===== config.mk =====
export PLATFORM = sky130hd
export DESIGN_NAME = pgr_vendor_pages
export DESIGN_NICKNAME = d
export VERILOG_FILES = /design/src/core/pgr_pkg.sv /design/src/core/pgr_mem_if.sv /design/src/core/pgr_vendor_pages.sv /design/src/core/pgr_text_mem.sv /design/src/core/pgr_out_stage.sv
export SDC_FILE = /design/constraint.sdc
export NUM_CORES = 2
export LEC_CHECK = 0
export ABC_AREA = 1
export BUFFER_PORTS_ARGS = -buffer_cell sky130_fd_sc_hd__buf_4
export CELL_PAD_IN_SITES_DETAIL_PLACEMENT = 1
export CELL_PAD_IN_SITES_GLOBAL_PLACEMENT = 1
export CORE_MARGIN = 1.5
export CORE_UTILIZATION = 28
export CTS_BUF_LIST = sky130_fd_sc_hd__clkbuf_16
export DETAILED_ROUTE_END_ITERATION = 8
export PLACE_DENSITY = 0.56
export REMOVE_ABC_BUFFERS = 1
export SLEW_MARGIN = 20
export SYNTH_ARGS = -nofsm -noshare
export SYNTH_HDL_FRONTEND = slang
export SYNTH_SLANG_ARGS = --single-unit

===== constraint.sdc =====
create_clock -name clk -period 3.5 [get_ports clk]
set_input_delay 0.175 -clock clk [delete_from_list [all_inputs] [get_ports clk]]
set_output_delay 0.175 -clock clk [all_outputs]
set_load 0.01 [all_outputs]

===== src/core/pgr_pkg.sv =====
// constants, types and helpers shared by the vendor page responder
// assumes one 250 MHz clock domain and a same-clock data-in consumer
package pgr_pkg;
	// page codes served and their header contents
	localparam logic [7:0] PGR_PAGE_MECH   = 8'hd1;
	localparam logic [7:0] PGR_PAGE_CARD   = 8'hd2;
	localparam logic [7:0] PGR_PAGE_FLASH  = 8'hd9;
	localparam logic [7:0] PGR_HDR_DEVICE  = 8'h00;
	localparam logic [7:0] PGR_ZERO        = 8'h00;
	localparam logic [7:0] PGR_SPACE       = 8'h20;
	localparam logic [7:0] PGR_LEN_MECH    = 8'h50;
	localparam logic [7:0] PGR_LEN_CARD    = 8'h34;
	localparam logic [7:0] PGR_LEN_FLASH   = 8'h1c;
	localparam logic [7:0] PGR_FIELD_LEN   = 8'h10;
	localparam logic [7:0] PGR_FIELD_MASK  = 8'h0f;
	localparam int         PGR_CACHE_BIT   = 0;
	// byte indexes within a page
	localparam logic [7:0] PGR_IDX_TYPE    = 8'h00;
	localparam logic [7:0] PGR_IDX_CODE    = 8'h01;
	localparam logic [7:0] PGR_IDX_LEN_HI  = 8'h02;
	localparam logic [7:0] PGR_IDX_LEN_LO  = 8'h03;
	localparam logic [7:0] PGR_IDX_BODY    = 8'h04;
	localparam logic [7:0] PGR_IDX_STEP    = 8'h01;
	localparam logic [7:0] PGR_MECH_LAST   = 8'h53;
	localparam logic [7:0] PGR_CARD_VERL   = 8'h04;
	localparam logic [7:0] PGR_CARD_VER    = 8'h05;
	localparam logic [7:0] PGR_CARD_SERL   = 8'h15;
	localparam logic [7:0] PGR_CARD_SER    = 8'h16;
	localparam logic [7:0] PGR_CARD_PNL    = 8'h26;
	localparam logic [7:0] PGR_CARD_PN     = 8'h27;
	localparam logic [7:0] PGR_CARD_LAST   = 8'h37;
	localparam logic [7:0] PGR_FLASH_FLAGS = 8'h04;
	localparam logic [7:0] PGR_FLASH_FW    = 8'h10;
	localparam logic [7:0] PGR_FLASH_LAST  = 8'h1f;
	// text store layout: nine 16-byte fields
	localparam logic [7:0] PGR_TXT_MECH    = 8'h00;
	localparam logic [7:0] PGR_TXT_VER     = 8'h50;
	localparam logic [7:0] PGR_TXT_SER     = 8'h60;
	localparam logic [7:0] PGR_TXT_PN      = 8'h70;
	localparam logic [7:0] PGR_TXT_FW      = 8'h80;
	localparam int         PGR_TEXT_DEPTH  = 144;
	// software register map
	localparam logic [7:0] PGR_REG_CTRL    = 8'h00;
	localparam logic [7:0] PGR_REG_STATUS  = 8'h01;
	localparam logic [7:0] PGR_REG_TEXT    = 8'h40;
	localparam logic [7:0] PGR_REG_TEXT_END = 8'hd0;
	localparam logic [7:0] PGR_CTRL_RESET  = 8'h00;
	localparam int         PGR_CTRL_MEDIA  = 0;
	localparam int         PGR_CTRL_CACHE  = 1;
	localparam int         PGR_STAT_BUSY   = 0;
	localparam int         PGR_STAT_BAD    = 1;
	// character class bounds
	localparam logic [7:0] PGR_CH_0 = 8'h30;
	localparam logic [7:0] PGR_CH_9 = 8'h39;
	localparam logic [7:0] PGR_CH_UA = 8'h41;
	localparam logic [7:0] PGR_CH_UZ = 8'h5a;
	localparam logic [7:0] PGR_CH_LA = 8'h61;
	localparam logic [7:0] PGR_CH_LZ = 8'h7a;

	typedef enum logic [1:0] {ST_IDLE, ST_FETCH, ST_EMIT} pgr_state_type;

	typedef struct packed {
		logic       text;
		logic       first;
		logic       last;
		logic [7:0] addr;
		logic [7:0] fixed;
	} pgr_slot_type;

	// true for 0-9, A-Z, a-z
	function automatic logic pgr_is_alnum(input logic [7:0] b);
		return (b >= PGR_CH_0 && b <= PGR_CH_9) || (b >= PGR_CH_UA && b <= PGR_CH_UZ)
			|| (b >= PGR_CH_LA && b <= PGR_CH_LZ);
	endfunction : pgr_is_alnum
endpackage : pgr_pkg


===== src/core/pgr_mem_if.sv =====
// write and read ports of the text store
// assumes both ends run on the same clock
`timescale 1ns/1ns
`default_nettype none
interface pgr_mem_if;
	logic       wr_en;
	logic [7:0] wr_addr;
	logic [7:0] wr_data;
	logic       rd_en;
	logic [7:0] rd_addr;
	logic [7:0] rd_data;
	modport owner (output wr_en, wr_addr, wr_data, rd_en, rd_addr, input rd_data);
	modport store (input wr_en, wr_addr, wr_data, rd_en, rd_addr, output rd_data);
endinterface : pgr_mem_if
`default_nettype wire


===== src/core/pgr_vendor_pages.sv =====
// builds and streams the three vendor inquiry pages byte by byte
// assumes the command source and the data-in consumer run on clk
// How it works
// - byte 0 of every page is zero: lun supported, direct-access device
// - byte 1 echoes the requested page code
// - mechanical page: byte 2 zero, byte 3 page length 50h
// - mechanical page carries five 16-byte text fields, bytes 4 to 83
// - card page: byte 2 zero, byte 3 page length 34h
// - card page: three text fields each after a length byte 10h; byte 55 zero
// - flash page: two-byte page length 001ch in bytes 2-3
// - flash page bytes 4-7 reserved flags; byte 4 bit 0 shows cache enable
// - flash page bytes 8-15 reserved; 16-31 hold flash firmware version text
// - with media unavailable, every byte after the header reads as space
// - text is alphanumeric, left aligned, padded with spaces
//
// The address map and the plain strobed port were decided locally.
`timescale 1ns/1ns
`default_nettype none
module pgr_vendor_pages
	import pgr_pkg::*;
(
	input  wire logic       clk,
	input  wire logic       rst,
	input  wire logic       ce,
	input  wire logic [7:0] reg_addr,
	input  wire logic [7:0] reg_wdata,
	input  wire logic       reg_write,
	input  wire logic       reg_read,
	output logic [7:0]      reg_rdata,
	input  wire logic       cmd_valid,
	input  wire logic [7:0] cmd_page,
	output logic            cmd_ready,
	output logic            cmd_reject,
	output logic            page_valid,
	output logic [7:0]      page_data,
	output logic            page_last,
	input  wire logic       page_ready
);
	pgr_mem_if     mem ();
	pgr_state_type state;
	logic [7:0]    ctrl;
	logic          bad_page;
	logic [7:0]    page;
	logic [7:0]    idx;
	logic          pad;
	pgr_slot_type  slot;
	logic [7:0]    next_byte;
	logic          keep;
	logic          push;
	logic          accept;
	logic          supported;
	logic          load_ready;
	logic          text_hit;
	logic          media;
	logic          flash_backed_cache_enabled;

	assign media                      = ctrl[PGR_CTRL_MEDIA];
	assign flash_backed_cache_enabled = ctrl[PGR_CTRL_CACHE];

	// where byte i of page pg comes from: a fixed value or a text store address
	function automatic pgr_slot_type slot_of(input logic [7:0] pg, input logic [7:0] i, input logic cache_on);
		pgr_slot_type s;
		s = '0;
		s.fixed = PGR_ZERO;
		if (i == PGR_IDX_TYPE)
			s.fixed = PGR_HDR_DEVICE;
		else if (i == PGR_IDX_CODE)
			s.fixed = pg;
		else if (i == PGR_IDX_LEN_HI)
			s.fixed = PGR_ZERO;
		else if (i == PGR_IDX_LEN_LO)
			s.fixed = (pg == PGR_PAGE_MECH) ? PGR_LEN_MECH :
				(pg == PGR_PAGE_CARD) ? PGR_LEN_CARD : PGR_LEN_FLASH;
		else if (pg == PGR_PAGE_MECH)
		begin
			s.text = 1'b1;
			s.addr = i - PGR_IDX_BODY + PGR_TXT_MECH;
		end
		else if (pg == PGR_PAGE_CARD)
		begin
			if (i == PGR_CARD_VERL || i == PGR_CARD_SERL || i == PGR_CARD_PNL)
				s.fixed = PGR_FIELD_LEN;
			else if (i == PGR_CARD_LAST)
				s.fixed = PGR_ZERO;
			else if (i >= PGR_CARD_PN)
			begin
				s.text = 1'b1;
				s.addr = i - PGR_CARD_PN + PGR_TXT_PN;
			end
			else if (i >= PGR_CARD_SER)
			begin
				s.text = 1'b1;
				s.addr = i - PGR_CARD_SER + PGR_TXT_SER;
			end
			else
			begin
				s.text = 1'b1;
				s.addr = i - PGR_CARD_VER + PGR_TXT_VER;
			end
		end
		else
		begin
			if (i == PGR_FLASH_FLAGS)
				s.fixed[PGR_CACHE_BIT] = cache_on;
			else if (i >= PGR_FLASH_FW)
			begin
				s.text = 1'b1;
				s.addr = i - PGR_FLASH_FW + PGR_TXT_FW;
			end
		end
		s.first = s.text && ((s.addr & PGR_FIELD_MASK) == PGR_ZERO);
		s.last = i == ((pg == PGR_PAGE_MECH) ? PGR_MECH_LAST :
			(pg == PGR_PAGE_CARD) ? PGR_CARD_LAST : PGR_FLASH_LAST);
		return s;
	endfunction : slot_of

	// decode of the current byte and command acceptance
	assign slot      = slot_of(page, idx, flash_backed_cache_enabled);
	assign supported = cmd_page == PGR_PAGE_MECH || cmd_page == PGR_PAGE_CARD || cmd_page == PGR_PAGE_FLASH;
	assign cmd_ready = state == ST_IDLE;
	assign accept    = ce && cmd_valid && cmd_ready;
	assign push      = ce && state == ST_EMIT && load_ready;

	// a text byte survives only if alphanumeric and no pad seen earlier in the field
	assign keep = pgr_is_alnum(mem.rd_data) && (slot.first || !pad);

	// byte composition; media loss blanks everything past the header
	always_comb
	begin
		if (!media && idx >= PGR_IDX_BODY)
			next_byte = PGR_SPACE;
		else if (slot.text)
			next_byte = keep ? mem.rd_data : PGR_SPACE;
		else
			next_byte = slot.fixed;
	end

	// text store ports: read in fetch, write from the register port
	assign text_hit    = reg_addr >= PGR_REG_TEXT && reg_addr < PGR_REG_TEXT_END;
	assign mem.rd_en   = ce && state == ST_FETCH && slot.text;
	assign mem.rd_addr = slot.addr;
	assign mem.wr_en   = reg_write && text_hit;
	assign mem.wr_addr = reg_addr - PGR_REG_TEXT;
	assign mem.wr_data = reg_wdata;

	pgr_text_mem u_mem (
		.clk (clk),
		.rst (rst),
		.ce  (ce),
		.mem (mem)
	);

	pgr_out_stage u_out (
		.clk        (clk),
		.rst        (rst),
		.ce         (ce),
		.load       (push),
		.load_data  (next_byte),
		.load_last  (slot.last),
		.load_ready (load_ready),
		.out_valid  (page_valid),
		.out_data   (page_data),
		.out_last   (page_last),
		.out_ready  (page_ready)
	);

	// sequencer: one byte per two cycles keeps the ram read latency simple
	always_ff @(posedge clk or posedge rst)
	begin
		if (rst)
		begin
			state <= ST_IDLE;
			page  <= PGR_ZERO;
			idx   <= PGR_IDX_TYPE;
		end
		else if (ce)
		begin
			case (state)
				ST_IDLE:
				begin
					if (accept && supported)
					begin
						page  <= cmd_page;
						idx   <= PGR_IDX_TYPE;
						state <= ST_FETCH;
					end
				end
				ST_FETCH:
					state <= ST_EMIT;
				ST_EMIT:
				begin
					if (load_ready)
					begin
						idx   <= idx + PGR_IDX_STEP;
						state <= slot.last ? ST_IDLE : ST_FETCH;
					end
				end
				default:
					state <= ST_IDLE;
			endcase
		end
	end

	// pad tracking: once a field turns to padding it stays padded
	always_ff @(posedge clk or posedge rst)
	begin
		if (rst)
			pad <= 1'b0;
		else if (push && slot.text)
			pad <= !keep;
	end

	// control register and sticky unsupported-page flag; set beats clear
	always_ff @(posedge clk or posedge rst)
	begin
		if (rst)
			ctrl <= PGR_CTRL_RESET;
		else if (ce && reg_write && reg_addr == PGR_REG_CTRL)
			ctrl <= reg_wdata;
	end

	always_ff @(posedge clk or posedge rst)
	begin
		if (rst)
			bad_page <= 1'b0;
		else if (accept && !supported)
			bad_page <= 1'b1;
		else if (ce && reg_write && reg_addr == PGR_REG_STATUS && reg_wdata[PGR_STAT_BAD])
			bad_page <= 1'b0;
	end

	// reject pulse, one cycle after the refused command
	always_ff @(posedge clk or posedge rst)
	begin
		if (rst)
			cmd_reject <= 1'b0;
		else if (ce)
			cmd_reject <= accept && !supported;
	end

	// register read data valid only in the cycle after the strobe
	always_ff @(posedge clk or posedge rst)
	begin
		if (rst)
			reg_rdata <= PGR_ZERO;
		else if (ce)
		begin
			reg_rdata <= PGR_ZERO;
			if (reg_read && reg_addr == PGR_REG_CTRL)
				reg_rdata <= ctrl;
			else if (reg_read && reg_addr == PGR_REG_STATUS)
			begin
				reg_rdata[PGR_STAT_BUSY] <= state != ST_IDLE;
				reg_rdata[PGR_STAT_BAD]  <= bad_page;
			end
		end
	end

	chk_header_type: assert property (@(posedge clk) disable iff (rst)
		push && idx == PGR_IDX_TYPE |-> next_byte == PGR_HDR_DEVICE) else $error("byte 0 not zero");
	chk_code_echo: assert property (@(posedge clk) disable iff (rst)
		push && idx == PGR_IDX_CODE |-> next_byte == page) else $error("page code not echoed");
	chk_mech_length: assert property (@(posedge clk) disable iff (rst)
		push && page == PGR_PAGE_MECH && idx == PGR_IDX_LEN_LO |-> next_byte == PGR_LEN_MECH) else $error("mech length wrong");
	chk_mech_text_addr: assert property (@(posedge clk) disable iff (rst)
		ce && state == ST_FETCH && page == PGR_PAGE_MECH && idx >= PGR_IDX_BODY
		|-> mem.rd_en && mem.rd_addr == idx - PGR_IDX_BODY) else $error("mech text address wrong");
	chk_card_length: assert property (@(posedge clk) disable iff (rst)
		push && page == PGR_PAGE_CARD && idx == PGR_IDX_LEN_LO |-> next_byte == PGR_LEN_CARD) else $error("card length wrong");
	chk_card_field_len: assert property (@(posedge clk) disable iff (rst)
		push && media && page == PGR_PAGE_CARD
		&& (idx == PGR_CARD_VERL || idx == PGR_CARD_SERL || idx == PGR_CARD_PNL)
		|-> next_byte == PGR_FIELD_LEN) else $error("card field length byte wrong");
	chk_card_tail: assert property (@(posedge clk) disable iff (rst)
		push && page == PGR_PAGE_CARD && idx == PGR_CARD_LAST |-> slot.last && next_byte == (media ? PGR_ZERO : PGR_SPACE))
		else $error("card tail byte wrong");
	chk_flash_length: assert property (@(posedge clk) disable iff (rst)
		push && page == PGR_PAGE_FLASH && (idx == PGR_IDX_LEN_HI || idx == PGR_IDX_LEN_LO)
		|-> next_byte == ((idx == PGR_IDX_LEN_HI) ? PGR_ZERO : PGR_LEN_FLASH)) else $error("flash length wrong");
	chk_cache_flag: assert property (@(posedge clk) disable iff (rst)
		push && media && page == PGR_PAGE_FLASH && idx == PGR_FLASH_FLAGS
		|-> next_byte[PGR_CACHE_BIT] == flash_backed_cache_enabled && next_byte[7:1] == PGR_ZERO[7:1])
		else $error("cache flag byte wrong");
	chk_flash_reserved: assert property (@(posedge clk) disable iff (rst)
		push && media && page == PGR_PAGE_FLASH && idx > PGR_FLASH_FLAGS && idx < PGR_FLASH_FW
		|-> next_byte == PGR_ZERO) else $error("flash reserved byte not zero");
	chk_media_blank: assert property (@(posedge clk) disable iff (rst)
		push && !media && idx >= PGR_IDX_BODY |-> next_byte == PGR_SPACE) else $error("blank byte not space");
	chk_text_class: assert property (@(posedge clk) disable iff (rst)
		push && slot.text |-> next_byte == PGR_SPACE || pgr_is_alnum(next_byte)) else $error("text byte not alphanumeric");
	chk_byte_order: assert property (@(posedge clk) disable iff (rst)
		push |=> idx == $past(idx) + PGR_IDX_STEP && state == ($past(slot.last) ? ST_IDLE : ST_FETCH))
		else $error("byte order broken");
	chk_start_index: assert property (@(posedge clk) disable iff (rst)
		accept && supported |=> state == ST_FETCH && idx == PGR_IDX_TYPE && page == $past(cmd_page))
		else $error("page not started at byte 0");
endmodule : pgr_vendor_pages
`default_nettype wire


===== src/core/pgr_text_mem.sv =====
// text store for the identification fields, registered read data
// assumes software loads every byte before the first page is served
`timescale 1ns/1ns
`default_nettype none
module pgr_text_mem
	import pgr_pkg::*;
(
	input  wire logic clk,
	input  wire logic rst,
	input  wire logic ce,
	pgr_mem_if.store  mem
);
	logic [7:0] cells [PGR_TEXT_DEPTH];

	// array itself has no reset so it can map onto ram
	always_ff @(posedge clk)
	begin
		if (ce && mem.wr_en)
		begin
			cells[mem.wr_addr] <= mem.wr_data;
		end
	end

	// one cycle read latency
	always_ff @(posedge clk or posedge rst)
	begin
		if (rst)
			mem.rd_data <= PGR_ZERO;
		else if (ce && mem.rd_en)
			mem.rd_data <= cells[mem.rd_addr];
	end
endmodule : pgr_text_mem
`default_nettype wire


===== src/core/pgr_out_stage.sv =====
// single output register with valid and ready toward the data-in consumer
// assumes the consumer shares clk; a transfer needs ce high as well
`timescale 1ns/1ns
`default_nettype none
module pgr_out_stage
	import pgr_pkg::*;
(
	input  wire logic       clk,
	input  wire logic       rst,
	input  wire logic       ce,
	input  wire logic       load,
	input  wire logic [7:0] load_data,
	input  wire logic       load_last,
	output logic            load_ready,
	output logic            out_valid,
	output logic [7:0]      out_data,
	output logic            out_last,
	input  wire logic       out_ready
);
	// full throughput: refills in the cycle the old byte leaves
	assign load_ready = !out_valid || out_ready;

	always_ff @(posedge clk or posedge rst)
	begin
		if (rst)
		begin
			out_valid <= 1'b0;
			out_data  <= PGR_ZERO;
			out_last  <= 1'b0;
		end
		else if (ce)
		begin
			if (load && load_ready)
			begin
				out_valid <= 1'b1;
				out_data  <= load_data;
				out_last  <= load_last;
			end
			else if (out_ready)
				out_valid <= 1'b0;
		end
	end
endmodule : pgr_out_stage
`default_nettype wire


==> flow_metrics.env <==
export IMPL_cts_htree_levels=4
export IMPL_synth_ff_latch_count=1207
export IMPL_drtPass1Iterations=5
export IMPL_boundaryPins=51
export IMPL_cp_start_kind="register"
export IMPL_timing_final_crit_period_ns=3.40
export IMPL_final_setup_skew_ns=0.0344
export IMPL_p_leak_nw=22.8
export IMPL_async_reset_ff_share_pct=4.56
export IMPL_yosysUniqueCellTypes=46
export IMPL_cts_sinks=1207
export IMPL_grt_pass1_wl_um=269000
export IMPL_gp_congestion=0.864
export IMPL_syn_avg_cell_area_um2=11.4
export IMPL_die_width_um=432
export IMPL_dpl_worst_slack_ns=-0.283
export IMPL_num_nets_final=4894
export IMPL_setup_tns_final_ns=0
export IMPL_drv_slew=0
export IMPL_slew_headroom_pct=25.6
export IMPL_cap_violations=0
export IMPL_ys_flop_type="edfxtp_1"
export IMPL_numCtsBuffers=138
export IMPL_drc_errors=0
export IMPL_initial_core_util_pct=28.1
export IMPL_final_area_um2=63800
export IMPL_clockBufferDepth=3
export IMPL_worst_pin_slew_ns=1.12
export IMPL_synth_edf_count=1152
export IMPL_fillCellCount=19700
export IMPL_rsz0062_at_grt="true"
export IMPL_grt_usage_pct=19.4
export IMPL_fin_cells=7416
export IMPL_via_count=38100
export IMPL_crit_type="reg2reg"
export IMPL_ir_worst_vdd_mv=0.384
export IMPL_antenna_found_initial=3
export IMPL_rows=157
export IMPL_clkLatencyLatePin_ns=0.78
export IMPL_grt_pass1_vias=39100
export IMPL_syn2layout_area_growth_pct=23.9
export IMPL_grt_ovfl_total=0
export IMPL_run_status="complete, no violations"
export IMPL_routed_wl_um=184000
export IMPL_core_area_um2=183000
export IMPL_powerDensity_nw_per_um2=709
export IMPL_holdWs_ns=0.0521
export IMPL_fmax_ghz=0.294
export IMPL_yosysWarnings=0
export IMPL_hp_class="in2reg"
export IMPL_grt_start_max_net_pins=107
export IMPL_placed_area_um2=57400
export IMPL_drive_gt1_share_pct=17.6
export IMPL_syn_cell_area_um2=51400
export IMPL_die_h_um=432
export IMPL_first_iter_violations=3299
export IMPL_cts_tree="built"
export IMPL_dp_hpwl_um=115000
export IMPL_critPathCaptureType="register"
export IMPL_required_ns=4.16
export IMPL_yosysSeqAreaShare_pct=69.9
export IMPL_crit_fanout=11
export IMPL_dp_cells=7094
export IMPL_post_route_period_util_pct=97.2
export IMPL_syn_inst=4503
export IMPL_clk_pin_slew_ns=0.06
export IMPL_wl_per_cell_um=24.8
export IMPL_viasPerCell=5.13
export IMPL_finalSetupViolations=0
export IMPL_critPathArrivalTime_ns=4.06
export IMPL_ant_nets=0
export IMPL_place_port_buffers=50
export IMPL_clockRootBuffer="clkbuf_16"
export IMPL_fin_ws_ns=0.0970
export IMPL_dieArea_um2=186000
export IMPL_finalHoldViolCount=0
area by class of cell:
cell class	instances	area, µm²	share of cell area [%]
inverters	102	393	0.616
clock buffers	145	3630	5.69
flip-flops and latches	1207	36000	56.4
well taps	2464	3080	4.84
clock inverters	98	696	1.09
multi-input cells	2868	14300	22.5
repair buffers	530	5650	8.86
diodes	2	5.00	0.00785
kinds of logic (layout without fill, tap and decap cells):
logic type	after synthesis	after routing	synth area share, %
adder cells (fa/ha/maj)	16	16	0.389
other	0	2	0
AO/OA/AOI/OAI	172	172	1.89
XOR/XNOR	8	8	0.136
flip-flops	1207	1207	69.9
multiplexers	7	7	0.153
buffers and inverters	428	875	3.72
AND/OR/NAND/NOR	2665	2665	23.8
critical path, stage by stage (launching register included):
cell and delay (ns):
dfrtp_1 0.43, buf_4 0.16, ha_1 0.22, nand2_1 0.07, nor2_1 0.04, nand2_1 0.09
nand4_1 0.14, nor2_1 0.16, nand2_2 0.10, buf_6 0.13, a21oi_4 0.25, buf_12 0.20
buf_4 0.16, clkbuf_16 0.17, nand3_1 0.08, nand3_1 0.08, nand3_1 0.16, nand3_2 0.16
nand3_1 0.10, nand3_2 0.13, nand3_4 0.12, nand2_1 0.08, nand2_1 0.05
per-stage QoR:
| step | total power, mW | utilization (%) |
|---|---|---|
| after CTS | 44.9 | 34.4 |
| final | 45.2 | 34.9 |
| after global placement | 29.6 | 31.4 |
| after floorplan | 23.8 | - |
| after global routing | 47.2 | 34.9 |
| after detailed placement | 29.7 | 31.4 |
worst paths after layout:
check | start | to | slack (ns) | cells after the start
min in group asynchronous | rst | reg_rdata[7] | 0.13 | 3
max | idx[4] | u_mem.mem.rd_data[3] | 0.1 | 22
min | reg_addr[6] | reg_rdata[5] | 0.05 | 5
max in group asynchronous | rst | idx[2] | 2.51 | 4
min reg2reg | page[4] | page[4] | 0.48 | 2
max reg2reg | idx[4] | u_mem.mem.rd_data[3] | 0.1 | 22
layer usage:
metal,global-route usage [%],share of wire [%],vias up
met2,32.3,49,928
met4,5.90,2.8,0
met3,2.44,4.6,248
met1,26.3,44,19800
li1,-,-,17100
met5,0,0,-
flip-flops by register name, summed over array words and instances, names as in the netlist:
name,flops
ctrl,8
bad_page,1
u_out.out_data,8
state,2
pad,1
page,8
reg_rdata,8
u_mem.mem.rd_data,8
u_mem.cells,1152
u_out.out_valid,1
cmd_reject,1
idx,8
u_out.out_last,1
timing repair:
| item | CTS | global route |
|---|---|---|
| buffers inserted | 20 | 15 |
| gates resized for setup | 96 | 137 |
| setup endpoints to repair | 13 | 13 |
| gates cloned | 8 | 8 |
| endpoints found under the hold margin | 332 | 0 |
| pin swaps | 8 | 41 |
| hold buffers | 28 | 0 |
power breakdown:
| group | switching, mW | total (mW) | internal [mW] | leakage (nW) |
|---|---|---|---|---|
| logic | 9.45 | 15.0 | 5.52 | 9.49 |
| registers | 0.186 | 16.1 | 16.0 | 11.0 |
| clock network | 6.00 | 14.1 | 8.11 | 2.27 |
| total | 15.6 | 45.2 | 29.6 | 22.8 |
synthesized netlist by cell type, types with 2 or more instances:
master | number | area share [%]
nand3_2 | 3 | 0.058
inv_2 | 12 | 0.088
nor4_1 | 2 | 0.024
nor3_1 | 45 | 0.44
ha_1 | 16 | 0.39
edfxtp_1 | 1152 | 67
nor2_1 | 200 | 1.5
nand2_1 | 759 | 5.5
nand2_4 | 2 | 0.044
nand2_2 | 6 | 0.073
a22o_1 | 2 | 0.034
xnor2_1 | 2 | 0.034
nand4_1 | 11 | 0.13
dfrtp_1 | 55 | 2.7
a31oi_1 | 3 | 0.036
nor3b_1 | 2 | 0.029
o22ai_1 | 6 | 0.073
nor2_4 | 2 | 0.044
xor2_1 | 6 | 0.10
o21ai_0 | 45 | 0.44
nor2_8 | 2 | 0.078
buf_4 | 16 | 0.23
clkbuf_1 | 80 | 0.58
inv_1 | 88 | 0.64
or2_2 | 2 | 0.024
mux2_2 | 7 | 0.15
o221ai_1 | 2 | 0.034
clkinv_1 | 2 | 0.015
a2111oi_0 | 2 | 0.034
buf_1 | 36 | 0.26
o21ai_1 | 15 | 0.15
o211ai_1 | 7 | 0.10
a21oi_1 | 80 | 0.78
nand3_1 | 1629 | 16
buf_2 | 193 | 1.9
cells in the final DEF, fill, tap and decap left out, types with 17 or more instances in the layout:
cell type,instances
nand3_1,1537
edfxtp_1,1152
nand2_1,751
buf_4,365
nor2_1,198
clkbuf_16,153
inv_1,121
nand3_2,86
a21oi_1,74
buf_12,73
dfrtp_1,53
o21ai_0,39
nor3_1,32
buf_6,31
dlygate4sd3_1,28
clkinv_1,22
clkinv_2,21
inv_2,17
Note: power is estimated with default switching activity, not from simulation.
